===== src/common/esc_seq_regs.vh =====
// Purpose: Register indices, fields, masks and resets of the sequencer bank.
// Assumes: Eight-bit sequencer data port with an eight-bit index.
// Notes:   Masks mark stored bits; others read zero.
`ifndef ESC_SEQ_REGS_VH
`define ESC_SEQ_REGS_VH
`define ESC_IDX_UNLOCK 8'h08
`define ESC_IDX_POLICY 8'h09
`define ESC_IDX_MEMBUS 8'h0A
`define ESC_IDX_FEATCLK 8'h0B
`define ESC_IDX_FEATSYNC 8'h0D
`define ESC_IDX_MPLL_LO 8'h10
`define ESC_IDX_MPLL_HI 8'h11
`define ESC_IDX_PPLL_LO 8'h12
`define ESC_IDX_PPLL_HI 8'h13
`define ESC_IDX_SYNTH1 8'h14
`define ESC_IDX_SYNTH2 8'h15
`define ESC_IDX_EXT_FIRST 8'h08
`define ESC_IDX_EXT_LAST 8'h1C
`define ESC_MSK_UNLOCK 8'h0F
`define ESC_MSK_POLICY 8'h80
`define ESC_MSK_MEMBUS 8'hA0
`define ESC_MSK_FEATCLK 8'hF3
`define ESC_MSK_FEATSYNC 8'hF1
`define ESC_MSK_SEVEN 8'h7F
`define ESC_UNLOCK_KEY 4'h6
`define ESC_B_MMIO_EXCLUSIVE_SELECT 7
`define ESC_B_BUS_KEEP 5
`define ESC_B_SHORT_WR 7
`define ESC_B_DOT_EXT 0
`define ESC_B_AFP_LATCH 1
`define ESC_B_FEAT_EN 0
`define ESC_B_PIX_PD 0
`define ESC_B_MEM_PD 1
`define ESC_B_CNT_EN 2
`define ESC_B_CNT_SEL 3
`define ESC_B_CNT_CLR 4
`define ESC_B_ALT_FLOAT 5
`define ESC_B_MEM_EXT 6
`define ESC_B_PIX_EXT 7
`define ESC_B_MEM_LOAD 0
`define ESC_B_PIX_LOAD 1
`define ESC_B_IMM_LOAD 5
`define ESC_FMT_8 4'h0
`define ESC_FMT_15 4'h3
`define ESC_FMT_16 4'h5
`define ESC_FORCE_NORMAL 2'h0
`define ESC_FORCE_LOW 2'h1
`define ESC_FORCE_HIGH 2'h2
`define ESC_RST_ZERO 8'h00
`define ESC_RST_MPLL_LO 8'h21
`define ESC_RST_MPLL_HI 8'h3F
`define ESC_WR_LONG 2'h3
`define ESC_WR_SHORT 2'h2
`endif


===== src/hw/esc_seq_ctrl.v =====
// Purpose: Extended sequencer register bank with clock synthesizer controls.
// Assumes: core_clk is the memory clock; VGA-side inputs share it.
// Notes:   Summary of operation follows.
// Summary of operation
// RULE1: Low nibble 0110 in the unlock register opens every extended register.
// RULE2: Mmio_exclusive_select bit, with MMIO enabled, blocks port access to extended registers.
// RULE3: Bus drive keep bit 0 drives data bus only when needed; 1 always.
// RULE4: Upper data bus bits 63 to 29 hold the last driven value.
// RULE5: Short write bit selects two-clock writes; clear gives three-clock writes.
// RULE6: Dot source bit picks internal dot clock or the video clock input.
// RULE7: Feature port latch bit picks video clock or video clock input for latching.
// RULE8: Colour format code 0, 3, 5 selects 8, 15, 16 bit; others reserved.
// RULE9: Feature enable drives its pin low and hands pin directions to direction inputs.
// RULE10: Horizontal sync force: normal, held low, held high; code 3 reserved.
// RULE11: Vertical sync force: normal, held low, held high; code 3 reserved.
// RULE12: Memory clock parameters reset to values giving 45 MHz.
// RULE13: Memory input divider in low bits 4-0, feedback divider high bits 6-0.
// RULE14: Memory output range sits in low register bits 6-5.
// RULE15: Memory parameters load only on delayed-load bit 0 or immediate bit 5.
// RULE16: Enhanced pixel parameters feed the pixel PLL only when clock select is 11.
// RULE17: Pixel input divider bits 4-0, range bits 7-5, feedback high bits 6-0.
// RULE18: Pixel parameters load on delayed bit 1 or immediate bit one then zero.
// RULE19: Synthesizer bit 0 powers down pixel PLL, bit 1 the memory PLL.
// RULE20: Test counter runs while bit 2; bit 3 picks clock; writing bit 4 clears.
// RULE21: Alternate pin floats on bit 5; bits 6 and 7 select external clocks.
// RULE22: Strap bit eleven forces both external clock selects at reset.
// RULE23: Software pulses the immediate-load bit and never leaves it set.
`timescale 1ns/1ns
`include "esc_seq_regs.vh"

module esc_seq_ctrl #(
    parameter CNT_W = 16,
    parameter [7:0] MPLL_LO_RESET = `ESC_RST_MPLL_LO,
    parameter [7:0] MPLL_HI_RESET = `ESC_RST_MPLL_HI
) (
    // Clock, reset and enable.
    input wire core_clk,
    input wire rst,
    input wire clkEn,
    // Sequencer index and data port.
    input wire seqIndexWr,
    input wire seqDataWr,
    input wire seqDataRd,
    input wire [7:0] seqWrData,
    output wire [7:0] seqIndex,
    // Memory-mapped access.
    input wire mmioEnable,
    input wire mmioWr,
    input wire mmioRd,
    input wire [7:0] mmioIndex,
    input wire [7:0] mmioWrData,
    // Read answer for either path.
    output wire [7:0] rdData,
    output wire rdValid,
    // Local memory data bus.
    input wire busOutReq,
    input wire [63:0] busOutData,
    output wire [63:0] memDataOut,
    output wire [63:0] memDataOe,
    // CPU memory write sequencer.
    input wire memWrReq,
    output wire memWrReady,
    output wire memWrActive,
    output wire memWrDone,
    // Feature connector and syncs.
    input wire video_clock_dir_n,
    input wire sync_dir_n,
    input wire hsyncGen,
    input wire vsyncGen,
    output wire feature_port_enable_pin_n,
    output wire videoClockOe,
    output wire syncOe,
    output wire hsyncOut,
    output wire vsyncOut,
    output wire dotSourceExternal,
    output wire featLatchByInput,
    output wire featColor8,
    output wire featColor15,
    output wire featColor16,
    output wire featColorReserved,
    // Clock synthesizer.
    input wire [1:0] miscClockSelect,
    input wire [7:0] vgaPixelLow,
    input wire [7:0] vgaPixelHigh,
    output wire [4:0] memPllN,
    output wire [1:0] memPllR,
    output wire [6:0] memPllM,
    output wire [4:0] pixPllN,
    output wire [2:0] pixPllR,
    output wire [6:0] pixPllM,
    output wire pixPllUseEnhanced,
    output wire memPllLoad,
    output wire pixPllLoad,
    output wire pixel_pll_powerdown,
    output wire memory_pll_powerdown,
    // Test counter and clock select pins.
    input wire pixClockSample,
    input wire memClockSample,
    output wire [CNT_W-1:0] testCount,
    input wire strap_bit_eleven,
    input wire altPinOut,
    output wire altPinData,
    output wire altPinOe,
    output wire memory_clock_external,
    output wire pixel_clock_external
);

    localparam WS_IDLE = 1'b0;
    localparam WS_RUN = 1'b1;
    localparam HOLD_LSB = 29;

    reg [7:0] seqIndex_q;
    reg [7:0] unlock_q, policy_q, memBus_q, featClk_q, featSync_q;
    reg [7:0] mpllLo_q, mpllHi_q, ppllLo_q, ppllHi_q, synth1_q, synth2_q;
    reg [7:0] mpllLoAct_q, mpllHiAct_q, ppllLoAct_q, ppllHiAct_q;
    reg memLoad_q, pixLoad_q;
    reg [7:0] rdData_q;
    reg rdValid_q;
    reg [63:0] memDataOut_q, memDataOe_q;
    reg wrState_q;
    reg [1:0] wrCnt_q;
    reg wrDone_q;
    reg featEnPinN_q, videoClockOe_q, syncOe_q, hsyncOut_q, vsyncOut_q;
    reg color8_q, color15_q, color16_q, colorRes_q;
    reg [CNT_W-1:0] testCount_q;
    reg [3:0] syncA_q, syncB_q;
    reg [1:0] tickPrev_q;
    reg strapA_q, strapB_q;
    reg [7:0] rdMux;

    // Force a field of a sync signal.
    function forceSync;
        input [1:0] code;
        input gen;
        begin
            case (code)
                `ESC_FORCE_LOW: forceSync = 1'b0;
                `ESC_FORCE_HIGH: forceSync = 1'b1;
                default: forceSync = gen;
            endcase
        end
    endfunction

    // Access decode; memory-mapped access wins a tie.
    wire mmioAcc = mmioWr | mmioRd;
    wire [7:0] accIdx = mmioAcc ? mmioIndex : seqIndex_q;
    wire accWr = mmioAcc ? mmioWr : seqDataWr;
    wire accRd = mmioAcc ? mmioRd : seqDataRd;
    wire [7:0] accData = mmioAcc ? mmioWrData : seqWrData;
    wire isExt = (accIdx >= `ESC_IDX_EXT_FIRST) && (accIdx <= `ESC_IDX_EXT_LAST);
    wire portBlocked = ~mmioAcc & mmioEnable & policy_q[`ESC_B_MMIO_EXCLUSIVE_SELECT]; // see RULE2
    wire unlocked = (unlock_q[3:0] == `ESC_UNLOCK_KEY); // see RULE1
    wire extOpen = unlocked | (accIdx == `ESC_IDX_UNLOCK);
    wire accOk = isExt & extOpen & ~portBlocked;
    wire wrOk = accWr & accOk;

    wire wUnlock = wrOk & (accIdx == `ESC_IDX_UNLOCK);
    wire wPolicy = wrOk & (accIdx == `ESC_IDX_POLICY);
    wire wMemBus = wrOk & (accIdx == `ESC_IDX_MEMBUS);
    wire wFeatClk = wrOk & (accIdx == `ESC_IDX_FEATCLK);
    wire wFeatSync = wrOk & (accIdx == `ESC_IDX_FEATSYNC);
    wire wMpllLo = wrOk & (accIdx == `ESC_IDX_MPLL_LO);
    wire wMpllHi = wrOk & (accIdx == `ESC_IDX_MPLL_HI);
    wire wPpllLo = wrOk & (accIdx == `ESC_IDX_PPLL_LO);
    wire wPpllHi = wrOk & (accIdx == `ESC_IDX_PPLL_HI);
    wire wSynth1 = wrOk & (accIdx == `ESC_IDX_SYNTH1);
    wire wSynth2 = wrOk & (accIdx == `ESC_IDX_SYNTH2);

    // Next synth_control_two value, seen by the load logic.
    wire [7:0] synth2Next = wSynth2 ? accData : synth2_q;
    wire memLoadNow = synth2Next[`ESC_B_MEM_LOAD] | synth2Next[`ESC_B_IMM_LOAD]; // see RULE15
    wire immFall = synth2_q[`ESC_B_IMM_LOAD] & ~synth2Next[`ESC_B_IMM_LOAD];
    wire pixLoadNow = synth2Next[`ESC_B_PIX_LOAD] | immFall; // see RULE18
    wire useEnh = (miscClockSelect == 2'h3); // see RULE16
    wire [7:0] pixSrcLo = useEnh ? ppllLo_q : vgaPixelLow;
    wire [7:0] pixSrcHi = useEnh ? ppllHi_q : vgaPixelHigh;

    // Read multiplexer; refused or unmapped reads answer zero.
    always @* begin
        rdMux = 8'h00;
        if (accOk) begin
            case (accIdx)
                `ESC_IDX_UNLOCK: rdMux = unlock_q;
                `ESC_IDX_POLICY: rdMux = policy_q;
                `ESC_IDX_MEMBUS: rdMux = memBus_q;
                `ESC_IDX_FEATCLK: rdMux = featClk_q;
                `ESC_IDX_FEATSYNC: rdMux = featSync_q;
                `ESC_IDX_MPLL_LO: rdMux = mpllLo_q;
                `ESC_IDX_MPLL_HI: rdMux = mpllHi_q;
                `ESC_IDX_PPLL_LO: rdMux = ppllLo_q;
                `ESC_IDX_PPLL_HI: rdMux = ppllHi_q;
                `ESC_IDX_SYNTH1: rdMux = synth1_q;
                `ESC_IDX_SYNTH2: rdMux = synth2_q;
                default: rdMux = 8'h00;
            endcase
        end
    end

    // Pin synchronisers; free of reset so the strap settles while reset is held.
    always @(posedge core_clk) begin
        if (clkEn) begin
            syncA_q <= {memClockSample, pixClockSample, sync_dir_n, video_clock_dir_n};
            syncB_q <= syncA_q;
            strapA_q <= strap_bit_eleven;
            strapB_q <= strapA_q;
        end
    end

    // Register bank and parameter loading.
    always @(posedge core_clk) begin
        if (rst) begin
            seqIndex_q <= `ESC_RST_ZERO;
            unlock_q <= `ESC_RST_ZERO;
            policy_q <= `ESC_RST_ZERO;
            memBus_q <= `ESC_RST_ZERO;
            featClk_q <= `ESC_RST_ZERO;
            featSync_q <= `ESC_RST_ZERO;
            mpllLo_q <= MPLL_LO_RESET & `ESC_MSK_SEVEN; // see RULE12
            mpllHi_q <= MPLL_HI_RESET & `ESC_MSK_SEVEN; // see RULE12
            mpllLoAct_q <= MPLL_LO_RESET & `ESC_MSK_SEVEN;
            mpllHiAct_q <= MPLL_HI_RESET & `ESC_MSK_SEVEN;
            ppllLo_q <= `ESC_RST_ZERO;
            ppllHi_q <= `ESC_RST_ZERO;
            ppllLoAct_q <= `ESC_RST_ZERO;
            ppllHiAct_q <= `ESC_RST_ZERO;
            synth1_q <= {strapB_q, strapB_q, 6'h00}; // see RULE22
            synth2_q <= `ESC_RST_ZERO;
            memLoad_q <= 1'b0;
            pixLoad_q <= 1'b0;
            rdData_q <= 8'h00;
            rdValid_q <= 1'b0;
        end else if (clkEn) begin
            if (seqIndexWr) seqIndex_q <= seqWrData;
            if (wUnlock) unlock_q <= accData & `ESC_MSK_UNLOCK; // see RULE1
            if (wPolicy) policy_q <= accData & `ESC_MSK_POLICY;
            if (wMemBus) memBus_q <= accData & `ESC_MSK_MEMBUS;
            if (wFeatClk) featClk_q <= accData & `ESC_MSK_FEATCLK;
            if (wFeatSync) featSync_q <= accData & `ESC_MSK_FEATSYNC;
            if (wMpllLo) mpllLo_q <= accData & `ESC_MSK_SEVEN;
            if (wMpllHi) mpllHi_q <= accData & `ESC_MSK_SEVEN;
            if (wPpllLo) ppllLo_q <= accData;
            if (wPpllHi) ppllHi_q <= accData & `ESC_MSK_SEVEN;
            if (wSynth1) synth1_q <= accData;
            synth2_q <= synth2Next;
            // A memory load takes along values written in the same cycle; a pixel load takes the stored values, or the VGA pixel inputs unless clock select is 11.
            memLoad_q <= memLoadNow;
            if (memLoadNow) begin
                mpllLoAct_q <= wMpllLo ? (accData & `ESC_MSK_SEVEN) : mpllLo_q; // see RULE15
                mpllHiAct_q <= wMpllHi ? (accData & `ESC_MSK_SEVEN) : mpllHi_q;
            end
            pixLoad_q <= pixLoadNow;
            if (pixLoadNow) begin
                ppllLoAct_q <= pixSrcLo; // see RULE18
                ppllHiAct_q <= pixSrcHi & `ESC_MSK_SEVEN;
            end
            rdValid_q <= accRd;
            rdData_q <= rdMux;
        end
    end

    // Local memory data bus drive.
    always @(posedge core_clk) begin
        if (rst) begin
            memDataOut_q <= {64{1'b0}};
            memDataOe_q <= {64{1'b0}};
        end else if (clkEn) begin
            memDataOe_q <= {64{memBus_q[`ESC_B_BUS_KEEP] | busOutReq}}; // see RULE3
            if (busOutReq) begin
                memDataOut_q <= busOutData;
            end else begin
                // Upper lanes keep their last value; lower lanes return to zero.
                memDataOut_q[HOLD_LSB-1:0] <= {HOLD_LSB{1'b0}}; // see RULE4
            end
        end
    end

    // CPU memory write length sequencer.
    always @(posedge core_clk) begin
        if (rst) begin
            wrState_q <= WS_IDLE;
            wrCnt_q <= 2'h0;
            wrDone_q <= 1'b0;
        end else if (clkEn) begin
            wrDone_q <= 1'b0;
            case (wrState_q)
                WS_IDLE: begin
                    if (memWrReq) begin
                        wrState_q <= WS_RUN;
                        wrCnt_q <= memBus_q[`ESC_B_SHORT_WR] ? `ESC_WR_SHORT : `ESC_WR_LONG; // see RULE5
                    end
                end
                WS_RUN: begin
                    if (wrCnt_q == 2'h1) begin
                        wrState_q <= WS_IDLE;
                        wrDone_q <= 1'b1;
                    end else begin
                        wrCnt_q <= wrCnt_q - 2'h1; // see RULE5
                    end
                end
                default: wrState_q <= WS_IDLE;
            endcase
        end
    end

    // Feature connector directions, sync forcing and colour format decode.
    always @(posedge core_clk) begin
        if (rst) begin
            featEnPinN_q <= 1'b1;
            videoClockOe_q <= 1'b1;
            syncOe_q <= 1'b1;
            hsyncOut_q <= 1'b0;
            vsyncOut_q <= 1'b0;
            color8_q <= 1'b1;
            color15_q <= 1'b0;
            color16_q <= 1'b0;
            colorRes_q <= 1'b0;
        end else if (clkEn) begin
            featEnPinN_q <= ~featSync_q[`ESC_B_FEAT_EN]; // see RULE9
            videoClockOe_q <= ~featSync_q[`ESC_B_FEAT_EN] | syncB_q[0];
            syncOe_q <= ~featSync_q[`ESC_B_FEAT_EN] | syncB_q[1];
            hsyncOut_q <= forceSync(featSync_q[5:4], hsyncGen); // see RULE10
            vsyncOut_q <= forceSync(featSync_q[7:6], vsyncGen); // see RULE11
            color8_q <= (featClk_q[7:4] == `ESC_FMT_8); // see RULE8
            color15_q <= (featClk_q[7:4] == `ESC_FMT_15);
            color16_q <= (featClk_q[7:4] == `ESC_FMT_16);
            colorRes_q <= (featClk_q[7:4] != `ESC_FMT_8) && (featClk_q[7:4] != `ESC_FMT_15)
                && (featClk_q[7:4] != `ESC_FMT_16);
        end
    end

    // Test counter of rising edges of the chosen clock sample.
    wire [1:0] tickRise = syncB_q[3:2] & ~tickPrev_q;
    wire tickSel = synth1_q[`ESC_B_CNT_SEL] ? tickRise[1] : tickRise[0]; // see RULE20
    wire cntClear = wSynth1 & accData[`ESC_B_CNT_CLR]; // see RULE20

    always @(posedge core_clk) begin
        if (rst) begin
            tickPrev_q <= 2'h0;
            testCount_q <= {CNT_W{1'b0}};
        end else if (clkEn) begin
            tickPrev_q <= syncB_q[3:2];
            if (cntClear) begin
                testCount_q <= {CNT_W{1'b0}}; // see RULE20
            end else if (synth1_q[`ESC_B_CNT_EN] && tickSel) begin
                testCount_q <= testCount_q + {{(CNT_W-1){1'b0}}, 1'b1}; // see RULE20
            end
        end
    end

    // Output assignments.
    assign seqIndex = seqIndex_q;
    assign rdData = rdData_q;
    assign rdValid = rdValid_q;
    assign memDataOut = memDataOut_q;
    assign memDataOe = memDataOe_q;
    assign memWrReady = (wrState_q == WS_IDLE);
    assign memWrActive = (wrState_q == WS_RUN);
    assign memWrDone = wrDone_q;
    assign feature_port_enable_pin_n = featEnPinN_q;
    assign videoClockOe = videoClockOe_q;
    assign syncOe = syncOe_q;
    assign hsyncOut = hsyncOut_q;
    assign vsyncOut = vsyncOut_q;
    assign dotSourceExternal = featClk_q[`ESC_B_DOT_EXT]; // see RULE6
    assign featLatchByInput = featClk_q[`ESC_B_AFP_LATCH]; // see RULE7
    assign featColor8 = color8_q;
    assign featColor15 = color15_q;
    assign featColor16 = color16_q;
    assign featColorReserved = colorRes_q;
    assign memPllN = mpllLoAct_q[4:0]; // see RULE13
    assign memPllR = mpllLoAct_q[6:5]; // see RULE14
    assign memPllM = mpllHiAct_q[6:0]; // see RULE13
    assign pixPllN = ppllLoAct_q[4:0]; // see RULE17
    assign pixPllR = ppllLoAct_q[7:5];
    assign pixPllM = ppllHiAct_q[6:0];
    assign pixPllUseEnhanced = useEnh;
    assign memPllLoad = memLoad_q;
    assign pixPllLoad = pixLoad_q;
    assign pixel_pll_powerdown = synth1_q[`ESC_B_PIX_PD]; // see RULE19
    assign memory_pll_powerdown = synth1_q[`ESC_B_MEM_PD]; // see RULE19
    assign testCount = testCount_q;
    assign altPinData = altPinOut;
    assign altPinOe = ~synth1_q[`ESC_B_ALT_FLOAT]; // see RULE21
    assign memory_clock_external = synth1_q[`ESC_B_MEM_EXT]; // see RULE21
    assign pixel_clock_external = synth1_q[`ESC_B_PIX_EXT]; // see RULE21

endmodule // esc_seq_ctrl


===== config.mk =====
export PLATFORM = sky130hd
export DESIGN_NAME = esc_seq_ctrl
export DESIGN_NICKNAME = d
export VERILOG_FILES = /design/src/hw/esc_seq_ctrl.v
export VERILOG_INCLUDE_DIRS = /design/src /design/src/common
export SDC_FILE = /design/constraint.sdc
export NUM_CORES = 1
export LEC_CHECK = 0
export BUFFER_PORTS_ARGS = -buffer_cell sky130_fd_sc_hd__buf_4
export CAP_MARGIN = 20
export CORE_MARGIN = 2
export CORE_UTILIZATION = 40
export CTS_CLUSTER_DIAMETER = 200
export DETAILED_ROUTE_END_ITERATION = 8
export PLACE_DENSITY = 0.66
export SETUP_SLACK_MARGIN = 0.3
export SYNTH_ARGS = -nofsm -noshare
export SYNTH_HDL_FRONTEND = slang
export SYNTH_SLANG_ARGS = --single-unit

===== constraint.sdc =====
create_clock -name core_clk -period 6.1 [get_ports core_clk]
set_clock_uncertainty 0.1 [all_clocks]
set_input_delay 1.22 -clock core_clk [delete_from_list [all_inputs] [get_ports core_clk]]
set_output_delay 1.22 -clock core_clk [all_outputs]
set_load 0.01 [all_outputs]

==> reports/qor.csv, run 1 <==
stage,metric,value,unit
global_routing,vias in the first global route,8281,
final_layout,"most common cell after layout, fill and taps aside",buf_4,
routing,residual DRC count,0,
final_layout,# nets final,1466,
final_layout,area delta synth->final,29.8,%
sta,final hold violations,0,
floorplan,die height,160,µm
sta,setup tns final,0,ns
setup_path,CP Class,input pin to register,
global_routing,first-pass GRT wire length,45.4,mm
yosys,dominant cell type by area after synthesis,dfxtp_1,
yosys,XOR/XNOR Fraction of Synth Area,0.0135,
power_and_ir_drop,Max VDD drop,0.196,mV
yosys,multiplexer share of the synthesized area,0.0677,
clock_network,# hold bufs at CTS,0,
setup_path,CP required,6.37,ns
yosys,Async SR Flop Fraction,0,
global_routing,GRT overflow,0,
clock_network,postcts setup bufs,0,
routing,Antenna Nets Post-Route,0,
yosys,Synth Register Bits,217,
global_routing,largest net degree at the start of global routing,95,
yosys,Compound-Gate Fraction of Synth Area,0.177,
yosys,post-synthesis simple-gate area fraction,0.191,
yosys,Adder-Cell Fraction of Synth Area,0.00515,
routing,drt total wl,29.3,mm
yosys,Post-Syn Area per Cell,8.81,µm²
clock_network,clk slew on worst S/H paths,0.06,ns
floorplan,Ports,338,
clock_network,maximum clock insertion buffer count,3,
power_and_ir_drop,PD cells,251,nW/µm²
yosys,number of synthesized flops with an enable pin,12,
yosys,Yosys cell types,77,
routing,Pre-Repair DR Iteration Count,6,
clock_network,post-CTS sizing,0,
yosys,Mapped Nets,1232,
sta,RSZ-0062 raised after global routing,no,
final_layout,Fill cells,2295,
clock_network,clock latency on the worst-skew pair,0.51,ns
clock_network,CTS buffer count,24,
clock_network,H-Tree Level Count,1,
flow_run,MaxCap Viol Count,0,
yosys,Area contributors post-synth,"dfxtp_1 (42%), nand2_1 (8.1%), mux2i_1 (5.5%)",
sta,Final setup viols,0,
placement,DP HPWL,20.8,mm
final_layout,"commonest non-fill, non-tap cells in the layout","buf_4 (339), nand2_1 (210), dfxtp_1 (204)",
placement,gpl congestion,0.899,
yosys,Yosys top cell area share,0.422,
sta,WHS,0.320,ns
routing,Routed wire per std cell,17.5,µm
routing,DRT iter0 DRCs,752,
setup_path,CP startpoint kind,input pin,
run_status,status,"finished, final reports clean",
sta,Final Max Tran Viols,0,
floorplan,die area,25600,µm²
setup_path,worst-path maximum fanout,24,
sta,fmax,237,MHz
floorplan,Initial Util,0.403,
power_and_ir_drop,sw frac,0.242,
power_and_ir_drop,Comb pwr share,0.106,
power_and_ir_drop,Psw,0.768,mW
sta,slew of the pin with the lowest slew margin,1.11,ns
sta,post-route minimum period,4.22,ns
final_layout,share of cells above drive strength 1,0.314,
power_and_ir_drop,Clock power frac,0.424,
setup_path,CP Capture Type,register,
placement,PortBufs,334,
sta,Tcrit/Tclk final,0.692,
clock_network,CTS Sinks,217,
yosys,Synth Instances,1103,
yosys,Post-Syn Area,9720,µm²
global_routing,antenna violations before repair,0,
global_routing,GRT Resource Usage Total,0.217,
worst_hold_path,HP Class,register to register,
setup_path,WP data arrival,4.49,ns
final_layout,antenna cells,0,
floorplan,total core area,24100,µm²
floorplan,Site Rows,57,
clock_network,clock root cell,clkbuf_16,
sta,Rel. slew slack,0.263,
yosys,prevailing post-synth register cell,dfxtp_1,
floorplan,Die Wd,160,µm
power_and_ir_drop,internal power,2.40,mW
power_and_ir_drop,Lkg Pwr,5.59,nW
yosys,synth warn,0,
yosys,largest family of logic cells by synthesized area,simple AND/OR/NAND/NOR gates,
routing,post-DR vias/cell,5.29,
clock_network,CTS tree,done,
yosys,post-synthesis sequential area ratio,0.459,
power_and_ir_drop,Seq pwr share,0.470,
routing,vias,8862,
-- path summary, 6_finish.rpt --
path | startpoint | to | slack [ns] | depth (start not counted)
min reg2reg | syncA_q[3]$_DFFE_PP_ | syncB_q[3]$_DFFE_PP_ | 0.32 | 0
max reg2reg | seqIndex[3]$_SDFFE_PP0P_ | mpllHi_q[2]$_SDFFE_PP1P_ | 2.84 | 7
max | mmioWr | mpllHi_q[2]$_SDFFE_PP1P_ | 1.88 | 8
min | syncA_q[3]$_DFFE_PP_ | syncB_q[3]$_DFFE_PP_ | 0.32 | 0
-- routing by layer --
| layer | global-route usage | share of wire |
|---|---|---|
| met1 | 0.267 | 0.41 |
| met2 | 0.371 | 0.47 |
| met3 | 0.0613 | 0.096 |
| met4 | 0.0610 | 0.024 |
| met5 | 0 | 0 |
-- registers in the layout (all words and copies together) (netlist names), 8 cells and up --
signal,count
synth1_q,8
rdData,8
testCount,16
ppllLo_q,8
synth2_q,8
ppllLoAct_q,8
memDataOut,64
seqIndex,8
-- cell usage after synthesis, types with 3 or more instances --
| cell type | count |
|---|---|
| a211o_1 | 3 |
| a211oi_1 | 5 |
| a21oi_1 | 92 |
| a21oi_2 | 4 |
| a222oi_1 | 9 |
| a22o_1 | 8 |
| a22oi_1 | 39 |
| a311oi_1 | 3 |
| a311oi_2 | 14 |
| and2_1 | 5 |
| and3_1 | 6 |
| and4_1 | 3 |
| buf_1 | 9 |
| buf_2 | 11 |
| buf_4 | 70 |
| clkbuf_1 | 40 |
| dfxtp_1 | 205 |
| edfxtp_1 | 12 |
| ha_1 | 4 |
| inv_1 | 14 |
| mux2_2 | 8 |
| mux2i_1 | 53 |
| nand2_1 | 210 |
| nand2b_1 | 3 |
| nand3_1 | 39 |
| nand4_1 | 8 |
| nor2_1 | 118 |
| nor3_1 | 4 |
| nor3_2 | 3 |
| o2111ai_1 | 4 |
| o211ai_1 | 6 |
| o21ai_0 | 13 |
| o21ai_1 | 7 |
| or2_0 | 3 |
| xnor2_1 | 3 |
| xor2_1 | 12 |
-- power groups by stage --
stage	Clock [mW]	Sequential (mW)	Combinational [mW]
final	1.34	1.49	0.337
after global routing	1.43	1.49	0.363
after CTS	1.38	1.49	0.339
after detailed placement	0	1.52	0.338
after global placement	0	1.52	0.336
after floorplan	0	1.53	0.180
-- worst max-delay path: stages --
cell and delay, ns:
buf_4 0.13, or2_1 0.83, a31oi_2 0.28, a211oi_4 0.64, o211ai_1 0.56, or2_1 0.53, mux2i_1 0.22, nand2_1 0.07
-- cell type report --
cell class,count,area (µm²),share of cell area
clock buffer,37,701,0.0556
tap,324,405,0.0322
clock inverter,3,15.0,0.00119
sequential,217,4470,0.354
inverter,14,52.6,0.00417
multi-input combinational,740,4410,0.350
timing repair buffer,340,2560,0.203
-- per-stage QoR --
stage          power, mW  utilization  setup WS, ns  cells  instance area, µm²
6_report            3.17        0.523          1.88   1675               12600
3_3_place_gp        1.85        0.493          1.47   1635               11900
5_1_grt             3.29        0.523          1.64   1675               12600
2_1_floorplan       1.71            -          2.76   1103                9720
4_1_cts             3.21        0.523          1.93   1675               12600
3_5_place_dp        1.86        0.493          1.44   1635               11900
-- kinds of logic (layout without fill, tap and decap cells) --
| logic type | count (synthesis) | in the layout |
|---|---|---|
| adders and majority gates | 4 | 4 |
| AOI/OAI and AO/OA | 234 | 234 |
| and+or+nand+nor | 424 | 424 |
| buffers and inverters | 146 | 394 |
| muxes | 63 | 63 |
| xor gates and xnor gates | 15 | 15 |
| DFF | 217 | 217 |
(Power assumes the default switching activity.)
==> run 2: changes to the inputs <==
==> constraint.sdc (replaced) <==
create_clock -name core_clk -period 3.9 [get_ports core_clk]
set_clock_uncertainty 0.1 [all_clocks]
set_input_delay 0.78 -clock core_clk [delete_from_list [all_inputs] [get_ports core_clk]]
set_output_delay 0.78 -clock core_clk [all_outputs]
set_load 0.01 [all_outputs]
==> reports/qor.csv, run 2 (synthesis gave the netlist of run 1 again) <==
stage,metric,value,unit,change
sta,setup tns final,0,ns,unchanged
global_routing,GR Layer Usage met2,0.380,,was 0.371
run_status,status,"finished, final reports clean",,unchanged
worst_hold_path,Min-Delay Path Depth,0,,unchanged
clock_network,post-CTS sizing,0,,unchanged
global_routing,vias in the first global route,8448,,was 8281
routing,Pre-Repair DR Iteration Count,7,,was 6
global_routing,GRT overflow,0,,unchanged
floorplan,Initial Util,0.403,,unchanged
worst_hold_path,HP Class,register to register,,unchanged
clock_network,clock latency on the worst-skew pair,0.51,ns,about the same
routing,vias,8859,,was 8862
setup_path,CP startpoint kind,input pin,,unchanged
setup_path,CP required,4.20,ns,was 6.37 ns
global_routing,GRT Resource Usage Total,0.223,,was 0.217
worst_hold_path,Hold Crit Start,strapA_q$_DFFE_PP_,,was syncA_q[3]$_DFFE_PP_
setup_path,Reg-to-Reg End,ppllLoAct_q[5]$_SDFFE_PP0P_,,was mpllHi_q[2]$_SDFFE_PP1P_
power_and_ir_drop,PD cells,401,nW/µm²,was 251 nW/µm²
final_layout,share of cells above drive strength 1,0.329,,was 0.314
global_routing,GR Util met1,0.283,,was 0.267
clock_network,# hold bufs at CTS,0,,unchanged
clock_network,clock root cell,clkbuf_16,,unchanged
floorplan,Die Wd,160,µm,unchanged
routing,residual DRC count,0,,unchanged
global_routing,busiest grt layer,met2,,unchanged
clock_network,clk slew on worst S/H paths,0.06,ns,about the same
setup_path,CP Class,input pin to register,,unchanged
setup_path,worst-case reg-to-reg path depth,8,,was 7
floorplan,Ports,338,,unchanged
global_routing,GRT met3 Usage,0.0574,,was 0.0613
global_routing,largest net degree at the start of global routing,75,,was 95
final_layout,"commonest non-fill, non-tap cells in the layout","buf_4 (357), nand2_1 (210), dfxtp_1 (204)",,"was buf_4 (339), nand2_1 (210), dfxtp_1 (204)"
sta,fmax,352,MHz,
floorplan,die height,160,µm,unchanged
sta,RSZ-0062 raised after global routing,no,,unchanged
placement,PortBufs,334,,unchanged
global_routing,antenna violations before repair,0,,unchanged
routing,Antenna Nets Post-Route,0,,unchanged
sta,Final setup viols,0,,unchanged
flow_run,MaxCap Viol Count,0,,unchanged
final_layout,antenna cells,0,,unchanged
sta,slew of the pin with the lowest slew margin,0.964,ns,was 1.11 ns
sta,Final Max Tran Viols,0,,unchanged
sta,Tcrit/Tclk final,0.728,,
floorplan,die area,25600,µm²,unchanged
setup_path,worst-path maximum fanout,31,,was 24
clock_network,CTS buffer count,24,,unchanged
setup_path,CP Capture Type,register,,unchanged
floorplan,Site Rows,57,,unchanged
final_layout,"most common cell after layout, fill and taps aside",buf_4,,unchanged
final_layout,# nets final,1486,,was 1466
routing,post-DR vias/cell,5.22,,was 5.29
routing,Routed wire per std cell,17.5,µm,about the same
clock_network,CTS Sinks,217,,unchanged
final_layout,number of flip-flops under the largest register name,64,,unchanged
final_layout,area delta synth->final,32.6,%,was 29.8%
sta,final hold violations,0,,unchanged
routing,DRT iter0 DRCs,797,,was 752
floorplan,total core area,24100,µm²,unchanged
sta,post-route minimum period,2.84,ns,
clock_network,H-Tree Level Count,1,,unchanged
worst_hold_path,Hold EP,strapB_q$_DFFE_PP_,,was syncB_q[3]$_DFFE_PP_
clock_network,maximum clock insertion buffer count,3,,unchanged
setup_path,Worst R2R Start,seqIndex[3]$_SDFFE_PP0P_,,unchanged
clock_network,CTS tree,done,,unchanged
power_and_ir_drop,Max VDD drop,0.302,mV,was 0.196 mV
setup_path,r2r setup slk,1.13,ns,was 2.84 ns
clock_network,postcts setup bufs,0,,unchanged
global_routing,first-pass GRT wire length,46.7,mm,was 45.4 mm
sta,Rel. slew slack,0.357,,was 0.263
setup_path,WP data arrival,3.14,ns,was 4.49 ns
placement,DP HPWL,21.4,mm,was 20.8 mm
power_and_ir_drop,total power,5.17,mW,was 3.17 mW
sta,WHS,0.326,ns,was 0.320 ns
power_and_ir_drop,Lkg Pwr,5.75,nW,was 5.59 nW
placement,gpl congestion,0.892,,was 0.899
routing,drt total wl,29.7,mm,was 29.3 mm
run 2: cell type report:
cell class              count  area, µm²
flip-flops and latches    217       4470
well taps                 324        405
inverters                  14       52.6
repair buffers            360       2730
clock inverters             7       66.3
multi-input cells         740       4410
clock buffers              36        748
fillers                  2282      11200
run 2: worst max-delay path, stage by stage:
cell and delay, ns:
buf_4 0.13, or2_1 0.28, buf_4 0.27, nand3b_4 0.12, a211oi_4 0.36, buf_4 0.25
o211ai_4 0.17, o2bb2ai_4 0.22, buf_12 0.22, nor2_1 0.08, a311oi_2 0.24
run 2: power breakdown:
| part | switching [mW] | internal, mW | leakage [nW] |
|---|---|---|---|
| Clock | 0.908 | 1.39 | 0.402 |
| Combinational | 0.292 | 0.252 | 3.57 |
| Sequential | 0.0412 | 2.29 | 1.78 |
run 2: how the worst max path moves through the flow:
stage | start | endpoint | slack, ns
floorplan | mmioWr | mpllHiAct_q[2]$_SDFFE_PP1P_ | 1.0
global placement | mmioWr | mpllLoAct_q[2]$_SDFFE_PP0P_ | 0.64
detailed placement | mmioWr | mpllLoAct_q[3]$_SDFFE_PP0P_ | 0.58
CTS | mmioWr | mpllLoAct_q[3]$_SDFFE_PP0P_ | 1.10
global route | mmioWr | ppllLoAct_q[5]$_SDFFE_PP0P_ | 0.92
finish | mmioWr | ppllLoAct_q[5]$_SDFFE_PP0P_ | 1.06
run 2: per-stage QoR:
stage | setup slack, ns | util | instances | instance area (µm²)
2_1_floorplan | 0.996 | - | 1103 | 9720
3_3_place_gp | 0.642 | 0.501 | 1655 | 12100
3_5_place_dp | 0.576 | 0.501 | 1655 | 12100
4_1_cts | 1.10 | 0.534 | 1698 | 12900
5_1_grt | 0.918 | 0.534 | 1698 | 12900
6_report | 1.06 | 0.534 | 1698 | 12900
run 2: layer usage:
metal	part of all wire	routed length, µm
met5	0	0
met1	0.42	12400
met2	0.47	14000
met4	0.019	571
met3	0.092	2740
